## config.mk

```make
export PLATFORM = sky130hd
export DESIGN_NAME = dow_decoder
export DESIGN_NICKNAME = d
export VERILOG_FILES = /design/src/dow_pkg.sv /design/src/dow_decoder.sv
export VERILOG_INCLUDE_DIRS = /design/src
export SDC_FILE = /design/constraint.sdc
export NUM_CORES = 1
export LEC_CHECK = 0
export BUFFER_PORTS_ARGS = -buffer_cell sky130_fd_sc_hd__buf_2
export CORE_MARGIN = 2
export CORE_UTILIZATION = 53
export CTS_BUF_LIST = sky130_fd_sc_hd__clkbuf_4 sky130_fd_sc_hd__clkbuf_8
export DETAILED_ROUTE_END_ITERATION = 7
export GPL_TIMING_DRIVEN = 0
export PLACE_DENSITY_LB_ADDON = 0.08
export SLEW_MARGIN = 20
export SYNTH_ARGS = -nofsm -noshare
export SYNTH_HDL_FRONTEND = slang
export SYNTH_SLANG_ARGS = --single-unit
export TNS_END_PERCENT = 10
```

## constraint.sdc

```tcl
create_clock -name clk -period 2.4 [get_ports clk]
set_input_delay 0.48 -clock clk [delete_from_list [all_inputs] [get_ports clk]]
set_output_delay 0.48 -clock clk [all_outputs]
set_load 0.01 [all_outputs]
```

## src/dow_consts.svh

```systemverilog
// constants for the device option word decoder
`ifndef DOW_CONSTS_SVH
`define DOW_CONSTS_SVH

// ==========================================================
// address map
`define DOW_OPTION_ADDR   14'h2007
`define DOW_TEST_LO       14'h2000
`define DOW_TEST_HI       14'h3FFF
`define DOW_LOW_PAGE_TOP  13'h003F
`define DOW_PROG_WORDS    14'h1000

// ==========================================================
// option word fields
`define DOW_WORD_ERASED   14'h3FFF
`define DOW_OSC_HI        1
`define DOW_OSC_LO        0
`define DOW_WDT_BIT       2
`define DOW_POWERUP_DELAY_TIMER_BIT      3
`define DOW_BOR_BIT       6
`define DOW_UNIMPL_BIT    7
`define DOW_PROT_NONE_FROM 13'h0FFF

// ==========================================================
// option values before the first capture
`define DOW_RST_WDT       1'b1
`define DOW_RST_POWERUP_DELAY_TIMER      1'b0
`define DOW_RST_BOR       1'b1
`define DOW_RST_LOW_PAGE  1'b0
`define DOW_RST_CONSIST   1'b1

// ==========================================================
// timing
`define DOW_POWERUP_DELAY_TIMER_MS       72
`define DOW_CLK_KHZ       125000
`define DOW_OST_EDGES     24'h000400

`endif

```

## src/dow_pkg.sv

```systemverilog
// types shared by the device option word decoder
package dow_pkg;

   typedef enum logic [1:0] {
      DOW_LOW_POWER_CRYSTAL_MODE  = 2'h0,
      DOW_CRYSTAL_RESONATOR_MODE  = 2'h1,
      DOW_HIGH_SPEED_CRYSTAL_MODE = 2'h2,
      DOW_RC_MODE                 = 2'h3
   } dow_osc_t;

   typedef enum logic [1:0] {
      DOW_PROT_ALL        = 2'h0,
      DOW_PROT_UPPER_3_4  = 2'h1,
      DOW_PROT_UPPER_HALF = 2'h2,
      DOW_PROT_NONE       = 2'h3
   } dow_prot_t;

   typedef enum logic [2:0] {
      DOW_CAPTURE,
      DOW_POWERUP_DELAY,
      DOW_OSC_STARTUP,
      DOW_RUN,
      DOW_HALT
   } dow_state_t;

endpackage

```

## src/dow_decoder.sv

```systemverilog
// option word decode and reset release sequencing
`timescale 1ns/1ps
`include "dow_consts.svh"

module dow_decoder
   import dow_pkg::*;
#(
   parameter int POWERUP_DELAY_TIMER_CYCLES = `DOW_POWERUP_DELAY_TIMER_MS * `DOW_CLK_KHZ
)(
   // clock and power-on reset
   input  wire logic        clk,
   input  wire logic        rst,
   // non-volatile option word and layout strap
   input  wire logic [13:0] storedWord,
   input  wire logic        pairedLayout,
   // programmer access
   input  wire logic        progMode,
   input  wire logic        progWrite,
   input  wire logic [13:0] progAddr,
   input  wire logic [13:0] progData,
   output logic             testSpaceWrite,
   output logic             optionWordWrite,
   output logic [13:0]      optionWriteData,
   output logic [13:0]      progReadData,
   // reset and wake sources
   input  wire logic        oscillatorInputPin,
   input  wire logic        externalReset,
   input  wire logic        brownoutDetect,
   input  wire logic        sleepRequest,
   input  wire logic        watchdogWake,
   input  wire logic        interruptWake,
   // decoded options
   output dow_osc_t         oscillatorSelect,
   output logic             crystalMode,
   output logic             externalClockAllowed,
   output logic             watchdogEnable,
   output logic             powerupDelayEnable,
   output logic             brownoutEnable,
   output dow_prot_t        protectLevel,
   output logic [12:0]      protectFromAddr,
   output logic             lowPageWritable,
   output logic             protectConsistent,
   // reset sequencing status
   output logic             chipReset,
   output logic             haltActive
);

   // ==========================================================
   // helpers
   function automatic logic isCrystal(input dow_osc_t m);
      isCrystal = (m != DOW_RC_MODE);
   endfunction

   function automatic logic inTestSpace(input logic [13:0] a);
      inTestSpace = (a >= `DOW_TEST_LO) && (a <= `DOW_TEST_HI);
   endfunction

   function automatic dow_state_t afterDelay(input dow_osc_t m);
      afterDelay = isCrystal(m) ? DOW_OSC_STARTUP : DOW_RUN;
   endfunction

   // unprotected still names the top word; read protectLevel first
   function automatic logic [12:0] protectStart(input dow_prot_t p);
      case (p)
         DOW_PROT_UPPER_HALF:
            protectStart = 13'(`DOW_PROG_WORDS >> 1);
         DOW_PROT_UPPER_3_4:
            protectStart = 13'(`DOW_PROG_WORDS >> 2);
         DOW_PROT_ALL:
            protectStart = 13'h0000;
         default:
            protectStart = `DOW_PROT_NONE_FROM;
      endcase
   endfunction

   // ==========================================================
   // decode of the stored word
   dow_osc_t    decOsc;
   dow_prot_t   decProt;
   logic        decWdt;
   logic        decBor;
   logic        decPwrt;
   logic        decConsistent;
   logic [12:0] decFrom;
   logic        decLowPage;

   always_comb begin
      decOsc = dow_osc_t'(storedWord[`DOW_OSC_HI:`DOW_OSC_LO]);
      decWdt = storedWord[`DOW_WDT_BIT];
      decBor = storedWord[`DOW_BOR_BIT];
      decPwrt = ~storedWord[`DOW_POWERUP_DELAY_TIMER_BIT] | decBor;
      decLowPage = 1'b0;
      if (pairedLayout) begin
         decConsistent = (storedWord[13:12] == storedWord[5:4]) &&
                         (storedWord[11:10] == storedWord[5:4]) &&
                         (storedWord[9:8] == storedWord[5:4]);
         decProt = dow_prot_t'(storedWord[5:4]);
      end else begin
         decConsistent = (storedWord[13:7] == {7{storedWord[4]}}) &&
                         (storedWord[5] == storedWord[4]);
         decProt = storedWord[4] ? DOW_PROT_NONE : DOW_PROT_ALL;
         decLowPage = ~storedWord[4];
      end
      decFrom = protectStart(decProt);
   end

   // ==========================================================
   // programmer port
   logic        next_testSpaceWrite;
   logic        next_optionWordWrite;
   logic [13:0] next_optionWriteData;
   logic [13:0] next_progReadData;

   always_comb begin
      next_testSpaceWrite = 1'b0;
      next_optionWordWrite = 1'b0;
      next_optionWriteData = optionWriteData;
      // reads outside the option word return zero
      next_progReadData = 14'h0000;
      // only reachable while programming
      if (progMode && inTestSpace(progAddr)) begin
         next_testSpaceWrite = progWrite;
         if (progAddr == `DOW_OPTION_ADDR) begin
            next_optionWordWrite = progWrite;
            if (progWrite) begin
               next_optionWriteData = progData;
            end
            next_progReadData = storedWord;
            if (pairedLayout) begin
               next_progReadData[`DOW_UNIMPL_BIT] = 1'b1;
            end
         end
      end
   end

   always_ff @(posedge clk or posedge rst) begin
      if (rst) begin
         testSpaceWrite  <= 1'b0;
         optionWordWrite <= 1'b0;
         optionWriteData <= `DOW_WORD_ERASED;
         progReadData    <= 14'h0000;
      end else begin
         testSpaceWrite  <= next_testSpaceWrite;
         optionWordWrite <= next_optionWordWrite;
         optionWriteData <= next_optionWriteData;
         progReadData    <= next_progReadData;
      end
   end

   // ==========================================================
   // captured options
   dow_state_t  state;
   dow_state_t  next_state;
   dow_osc_t    next_oscillatorSelect;
   dow_prot_t   next_protectLevel;
   logic        next_watchdogEnable;
   logic        next_powerupDelayEnable;
   logic        next_brownoutEnable;
   logic [12:0] next_protectFromAddr;
   logic        next_lowPageWritable;
   logic        next_protectConsistent;

   always_comb begin
      next_oscillatorSelect   = oscillatorSelect;
      next_protectLevel       = protectLevel;
      next_watchdogEnable     = watchdogEnable;
      next_powerupDelayEnable = powerupDelayEnable;
      next_brownoutEnable     = brownoutEnable;
      next_protectFromAddr    = protectFromAddr;
      next_lowPageWritable    = lowPageWritable;
      next_protectConsistent  = protectConsistent;
      // no run-time path can change these, watchdog included
      if (state == DOW_CAPTURE) begin
         next_oscillatorSelect   = decOsc;
         next_protectLevel       = decProt;
         next_watchdogEnable     = decWdt;
         next_powerupDelayEnable = decPwrt;
         next_brownoutEnable     = decBor;
         next_protectFromAddr    = decFrom;
         next_lowPageWritable    = decLowPage;
         next_protectConsistent  = decConsistent;
      end
   end

   // erased-part values until the first capture, save powerupDelayEnable, which starts clear
   always_ff @(posedge clk or posedge rst) begin
      if (rst) begin
         oscillatorSelect   <= DOW_RC_MODE;
         protectLevel       <= DOW_PROT_NONE;
         watchdogEnable     <= `DOW_RST_WDT;
         powerupDelayEnable <= `DOW_RST_POWERUP_DELAY_TIMER;
         brownoutEnable     <= `DOW_RST_BOR;
         protectFromAddr    <= `DOW_PROT_NONE_FROM;
         lowPageWritable    <= `DOW_RST_LOW_PAGE;
         protectConsistent  <= `DOW_RST_CONSIST;
      end else begin
         oscillatorSelect   <= next_oscillatorSelect;
         protectLevel       <= next_protectLevel;
         watchdogEnable     <= next_watchdogEnable;
         powerupDelayEnable <= next_powerupDelayEnable;
         brownoutEnable     <= next_brownoutEnable;
         protectFromAddr    <= next_protectFromAddr;
         lowPageWritable    <= next_lowPageWritable;
         protectConsistent  <= next_protectConsistent;
      end
   end

   assign crystalMode          = isCrystal(oscillatorSelect);
   assign externalClockAllowed = crystalMode;

   // ==========================================================
   // reset release sequencer
   // one counter serves both timers; 24 bits hold the full power-up count
   logic [23:0] count;
   logic [23:0] next_count;
   logic        oscPrev;
   logic        oscEdge;

   // pin taken as synchronous; rising edge counts one cycle
   assign oscEdge = oscillatorInputPin & ~oscPrev;

   always_comb begin
      next_state = state;
      next_count = count;
      case (state)
         DOW_CAPTURE: begin
            next_count = 24'h000000;
            if (decPwrt) begin
               next_state = DOW_POWERUP_DELAY;
            end else if (isCrystal(decOsc)) begin
               next_state = DOW_OSC_STARTUP;
            end else begin
               next_state = DOW_RUN;
            end
         end
         DOW_POWERUP_DELAY: begin
            next_count = count + 24'h000001;
            if (count == 24'(POWERUP_DELAY_TIMER_CYCLES - 1)) begin
               next_count = 24'h000000;
               next_state = afterDelay(oscillatorSelect);
            end
         end
         DOW_OSC_STARTUP: begin
            if (oscEdge) begin
               next_count = count + 24'h000001;
               if (count == `DOW_OST_EDGES - 24'h000001) begin
                  next_state = DOW_RUN;
               end
            end
         end
         DOW_RUN: begin
            next_count = 24'h000000;
            if (sleepRequest && !externalReset) begin
               next_state = DOW_HALT;
            end
         end
         DOW_HALT: begin
            next_count = 24'h000000;
            if (externalReset) begin
               next_state = DOW_RUN;
            end else if (watchdogWake || interruptWake) begin
               next_state = afterDelay(oscillatorSelect);
            end
         end
         default: begin
            next_state = DOW_CAPTURE;
            next_count = 24'h000000;
         end
      endcase
      // brown-out restarts through the power-up delay
      // and outranks every transition except the one out of capture, halt included
      if (brownoutEnable && brownoutDetect && state != DOW_CAPTURE) begin
         next_state = DOW_POWERUP_DELAY;
         next_count = 24'h000000;
      end
   end

   always_ff @(posedge clk or posedge rst) begin
      if (rst) begin
         state   <= DOW_CAPTURE;
         count   <= 24'h000000;
         oscPrev <= 1'b0;
      end else begin
         state   <= next_state;
         count   <= next_count;
         oscPrev <= oscillatorInputPin;
      end
   end

   // external reset holds the chip but skips the power-up timers
   assign chipReset  = (state == DOW_CAPTURE) ||
                       (state == DOW_POWERUP_DELAY) ||
                       (state == DOW_OSC_STARTUP) ||
                       (externalReset && state == DOW_RUN);
   assign haltActive = (state == DOW_HALT);

endmodule

```

# After elaboration in Yosys (flattened, before gate mapping)
# Cells that the tools add are included.
# Widths: inputs -> output; s select.
dict set report classes {
  add_sub_neg 1
  order_cmp 2
  eq_ne 21
  mux 26
  n_bitwise 5
  reduce_logical 19
}
# op n
set ops {}
lappend ops {{$mux 24} 3}
lappend ops {{$pmux 24 s2} 1}
lappend ops {{$pmux 12 s3} 1}
lappend ops {{$mux 14} 2}
lappend ops {{$add 24x1->24 const B} 1}
lappend ops {{$eq 24x10->1 const B} 1}
lappend ops {{$eq 24x24->1 const B} 1}
lappend ops {{$mux 3} 7}
lappend ops {{$pmux 3 s5} 1}
lappend ops {{$eq 14x14->1 const B} 1}
lappend ops {{$ge 14x14->1 const B} 1}
lappend ops {{$le 14x14->1 const B} 1}
lappend ops {{$ne 3x3->1 const B} 4}
lappend ops {{$logic_and 1x1->1} 9}
lappend ops {{$mux 1} 8}
lappend ops {{$eq 7x7->1} 1}
lappend ops {{$eq 2x2->1} 3}
lappend ops {{$eq 3x2->1 const B} 2}
lappend ops {{$mux 2} 3}
lappend ops {{$reduce_and 5->1} 1}
lappend ops {{$logic_or 1x1->1} 4}
lappend ops {{$ne 2x2->1 const B} 2}
lappend ops {{$ne 4x2->1 const B} 1}
lappend ops {{$eq 3x1->1 const B} 1}
lappend ops {{other kinds (12)} 14}
dict set report word_totals {
  register_bits 80
  in_bits 53
  out_inout_bits 56
  word_cells 89
}

# Longest topological paths before layout
dict set report depth {
  ltp_word 6
  ltp_mapped 7
  ltp_nobuf 6
}

# Worst setup path after synthesis
# Ideal clock, no wire load.
dict set report synth_timing {
  kind {input to register}
  start {in progAddr[3]}
  end {reg optionWriteData[0]}
  setup_time_ns 0.082
  t_arrival_ns 2.001
  setup_slack_ns 0.316
  path_stages 5
  path_buffers 1
  cell_sequence {or4b_2 > nor3_4 > nand2_2 > buf_2 > mux2_2}
}
dict set report synth_between {
  elab_chain_len 4
}
# item line
set synth_rtl {}
lappend synth_rtl {{start: declaration} dow_decoder.sv:19} ;# input wire logic [13:0] progAddr,
lappend synth_rtl {{$ge 14x14->1 (no source line) or $le 14x14->1 (tied branches)} --}
lappend synth_rtl {{$logic_and 1x1->1} dow_decoder.sv:55} ;# inTestSpace = (a >= `DOW_TEST_LO) && (a <= `DOW_TEST_HI);
lappend synth_rtl {{$logic_and 1x1->1} dow_decoder.sv:121} ;# if (progMode && inTestSpace(progAddr)) begin
lappend synth_rtl {{$reduce_and 3->1 (no source line) (*)} --}
lappend synth_rtl {{end signal: assignment} dow_decoder.sv:140} ;# optionWriteData <= `DOW_WORD_ERASED;
lappend synth_rtl {{end signal: assignment} dow_decoder.sv:145} ;# optionWriteData <= next_optionWriteData;
lappend synth_rtl {{end: declaration} dow_decoder.sv:23} ;# output logic [13:0] optionWriteData,
# Every way passes the cells marked *; elsewhere a longest branch is shown, timed or not.
# A chain may end at the register's enable or synchronous reset.

# Worst setup path after layout
dict set report layout_timing {
  start {reg count[11]}
  end {reg count[15]}
}
dict set report layout_between {
  elab_chain_len 4
}
# item line
set layout_rtl {}
lappend layout_rtl {{start: declaration} dow_decoder.sv:214} ;# logic [23:0] count;
lappend layout_rtl {{start signal: assignment} dow_decoder.sv:285} ;# count <= next_count;
lappend layout_rtl {{$add 24x1->24 or $eq 24x24->1 (tied branches)} {dow_decoder.sv:237, dow_decoder.sv:245, dow_decoder.sv:238}}
lappend layout_rtl {{$mux 24, on equally long branches} {dow_decoder.sv:244, dow_decoder.sv:238}}
lappend layout_rtl {{$pmux 24 s2 (*)} dow_decoder.sv:225} ;# case (state)
lappend layout_rtl {{$mux 24 (*)} dow_decoder.sv:272} ;# if (brownoutEnable && brownoutDetect && state != DOW_CAPTURE) begin
# Every way passes the cells marked *; elsewhere a longest branch is shown, timed or not. The select of a mux whose other input is x is not followed.

==> results.md <==
- Entering global routing, the biggest net connects 49 pins.
- Summing the sequential cell areas from Yosys gives 51.8% of the chip area.
- The clock tree from TritonCTS is yes.
- For the pin with the worst max-slew slack, the measured transition is 0.746 ns.
- The antenna cell count is 0.
- Combinational logic burns 6.6% of the power.
- The setup violation total in the final timing report is 0.
- Port buffering added 107 buffers.
- The die is 84.0 µm wide.
- The clock network is responsible for 45.6% of the overall power.
- The fraction of final layout cells sized beyond drive strength 1 is 40.9%.
- In this run the worst setup path begins at count[11].
- Dividing total power by cell area gives a power density of 580 nW/µm².
- The library cells used most frequently in the layout, excluding fill and tap cells, are 108 x sky130_fd_sc_hd__buf_2, 46 x sky130_fd_sc_hd__dfrtp_1, 45 x sky130_fd_sc_hd__nand2_1.
- The routability-driven placement congestion ratio is 0.825.
- The overall routed net length is 7460 µm.
- The final worst clock skew is 0.00775 ns.
- The cell count after synthesis is 328.
- The headroom to the max-slew limit is 49.9%.
- After clock tree synthesis, the repair step resized 0 gates.
- The number of iterations in the first detailed-routing pass is 4.
- The site row count is 29.
- The startpoint class of the critical path is a flop.
- The worst setup timing slack at the placement stage is 0.000903 ns.
- The number of antenna violations at the first check in global routing is 0.
- The beginning of the worst register-to-register path is count[11].
- The endpoint arrival time on the critical path is 2.51 ns.
- Detailed placement finished with a half-perimeter wire length of 5560 µm.
- The total overflow reported by the global router is 0.
- The number of global-route vias before repair was 2692.
- The wire length of the first global-routing pass is 12600 µm.
- Across the VDD grid, the largest voltage drop is between 0.5 and 0.6 mV.
- Max-cap violations in this run came to 0.
- The net count of the mapped netlist is 382.
- The number of setup buffers added after CTS is 0.
- The clock edge transition at the registers on the reported setup and hold paths is 0.07 ns.
- For the worst setup path, the data required time is 2.63 ns.
- The run finished with clean final reports.
- The proportion of total power due to net switching is 21.4%.
- The detailed-route DRC error count is 0.
- The H-tree depth is 3.
- The average instance in the mapped netlist occupies between 10 and 15 µm².
- The remaining antenna violation count after routing is 0.
- The internal power contribution is 1.96 mW.
- Timing would allow up to ~0.44 GHz.
- The clock net sink count is 69.
- Dividing the final minimum period by the clock period gives 95.0%.
- The via count is 2851.
- By area the synthesized netlist is led by sky130_fd_sc_hd__dfrtp_1 34%, sky130_fd_sc_hd__dfstp_2 18%, sky130_fd_sc_hd__nand2_1 5.0%.
- The most used flip-flop cell after synthesis is sky130_fd_sc_hd__dfrtp_1.
- The clock passes through at most 2 buffers.
- The post-route setup TNS is 0 ns.
- The routed design could run at a clock period as short as roughly 2.3 ns.
- The relative contribution of sequential cells to total power is 47.8%.
- The kind of critical path is flop to flop.
- The endpoint identified for the worst register-to-register timing path is count[15].
- The synthesized design devotes to its leading area cell type 34.0% of total area.
- Summed over all cells, the static leakage comes to 2.10 nW.
- In this run the worst path has a maximum fanout of 10.
- The final critical-path setup slack is 0.121 ns.
- Setup repair after global routing left no endpoint under its margin.
- The area of the placeable core is approximately 6300 µm².
- From synthesis to final layout, the design area changed by 26.7%.
- The flop-to-flop setup slack is 0.12 ns.
- The total track usage is 22.3%.
- The number of nets in the layout is 501.
- For this design the total switching power over the nets is 0.534 mW.
- Hold is met by 0.0932 ns.
- Once layout is complete, the utilization of the core stands at between 60% and 70%.
- For this configuration, the core starts out at a cell density of 54.0%.
- In this run the clock root is driven by a sky130_fd_sc_hd__clkbuf_8.
- In this run the cell area of the synthesized design comes to 3390 µm².
- In this run, post-CTS hold repair placed 0 buffers.
- The total power consumption of the routed design is 2.49 mW.
- The worst register-to-register path has a depth of 6.
- The sort of element at the end of the critical path is a flop.
- The end point of the critical path is count[15].
- The hold violation count in the final report is 0.
- In this design, the stage delay of the slowest critical-path cell is 0.57 ns.
- The highest-delay cell along the critical path is sky130_fd_sc_hd__or4_1.
- During synthesis, Yosys emitted a total of 0 warnings.
- The biggest area contributor in the post-synthesis netlist is sky130_fd_sc_hd__dfrtp_1.
- The number of buffers created by CTS is 9.
- The number of enable flip-flop cells after synthesis is 0.
- The area of the die is 7050 µm².
- Of all flip-flops after synthesis, the portion carrying an async set or reset was 100%.
- The via-per-instance ratio is 5.39.
- The number of different library cells in the post-synthesis netlist is 49.
- Walking the worst path, the cells encountered are or4_1, or4b_1, o21ai_2, buf_6, buf_12, nor2_1.
- Clock latency on the worst-skew pair, taken at its later pin, is 0.34 ns.
- Measured along the y axis, the die boundary spans 84.0 µm.
- The library cell used most frequently in the layout, excluding fill and tap cells, is sky130_fd_sc_hd__buf_2.
- The DRC violation total after the first TritonRoute iteration is 105.
- In the final routed layout, each cell accounts on average for around 14 µm.
- The number of max-slew violations in the final report came to 0.
- Pin placement for this block handled 109 I/O pins.
- The number of synthesized register bits is 69.
- The classification of the worst-slack hold path is input pin to async pin.
-- cells by family (layout without fill, tap and decap cells) --
group / count (synthesis) / in the layout / share of synthesized area [%]
flip-flops: 69 / 69 / 51.8
XOR/XNOR: 16 / 16 / 4.13
adder cells (fa/ha/maj): 1 / 1 / 0.369
buffers and inverters: 28 / 152 / 5.17
multiplexers: 15 / 15 / 4.95
AND/OR/NAND/NOR: 157 / 157 / 25.5
other: 1 / 1 / 0.111
AO/OA/AOI/OAI: 41 / 41 / 7.97
-- layer usage --
metal / track usage, % / vias up / part of all wire [%]
li1: - / 1387 / -
met1: 29.2 / 1353 / 46
met2: 35.1 / 101 / 46
met4: 8.94 / 0 / 1.6
met3: 6.53 / 10 / 6.6
met5: 0 / - / 0
-- cell type report --
type | count | area, µm²
plain buffers | 24 | 160
clock inverters | 6 | 111
inverters | 4 | 17.5
multi-input cells | 231 | 1460
repair buffers | 108 | 563
flip-flops and latches | 69 | 1760
well taps | 77 | 96.3
fillers | 506 | 1980
clock buffers | 10 | 131
-- synthesized netlist by cell type (all sizes together), types with 8 or more instances --
| cell type | n |
|---|---|
| dfstp | 23 |
| nand4 | 8 |
| nor3 | 8 |
| nand2 | 46 |
| clkbuf | 9 |
| o21ai | 15 |
| xor2 | 11 |
| nor2 | 24 |
| and2 | 13 |
| buf | 15 |
| mux2 | 14 |
| dfrtp | 46 |
-- how the worst min path moves through the flow --
stage	from	to	slack, ns	cells after the start
after floorplan	protectFromAddr[10]	protectFromAddr[10]	0.46	2
after global placement	watchdogEnable	watchdogEnable	0.45	2
after detailed placement	watchdogEnable	watchdogEnable	0.45	2
after CTS	rst	optionWordWrite	0.09	2
after global routing	rst	optionWordWrite	0.1	2
final	rst	optionWordWrite	0.09	2
-- sequential cells by signal, indices dropped and copies added, names as in the netlist --
signal,flops
brownoutEnable,1
count,24
lowPageWritable,1
optionWordWrite,1
optionWriteData,14
oscPrev,1
oscillatorSelect,2
powerupDelayEnable,1
progReadData,14
protectConsistent,1
protectFromAddr,2
protectLevel,2
state,3
testSpaceWrite,1
watchdogEnable,1
-- stage by stage --
step	area, µm²	cells
after floorplan	3390	328
after global routing	4290	529
after global placement	4020	512
after CTS	4290	529
final	4290	529
after detailed placement	4050	513
-- power groups by stage --
stage          Sequential (mW)  Combinational [mW]  Clock (mW)
2_1_floorplan             1.21              0.0767           0
3_3_place_gp              1.21               0.156           0
3_5_place_dp              1.21               0.166           0
4_1_cts                   1.19               0.167        1.16
5_1_grt                   1.19               0.185        1.21
6_report                  1.19               0.164        1.14
-- worst max-delay path: cells and delay by family (launching register included) --
family	cells	cell delay [ns]
flops	1	0.43
compound gates	1	0.25
buf+inv	2	0.33
simple gates	3	1.15
Note: power is estimated with default switching activity, not from simulation.
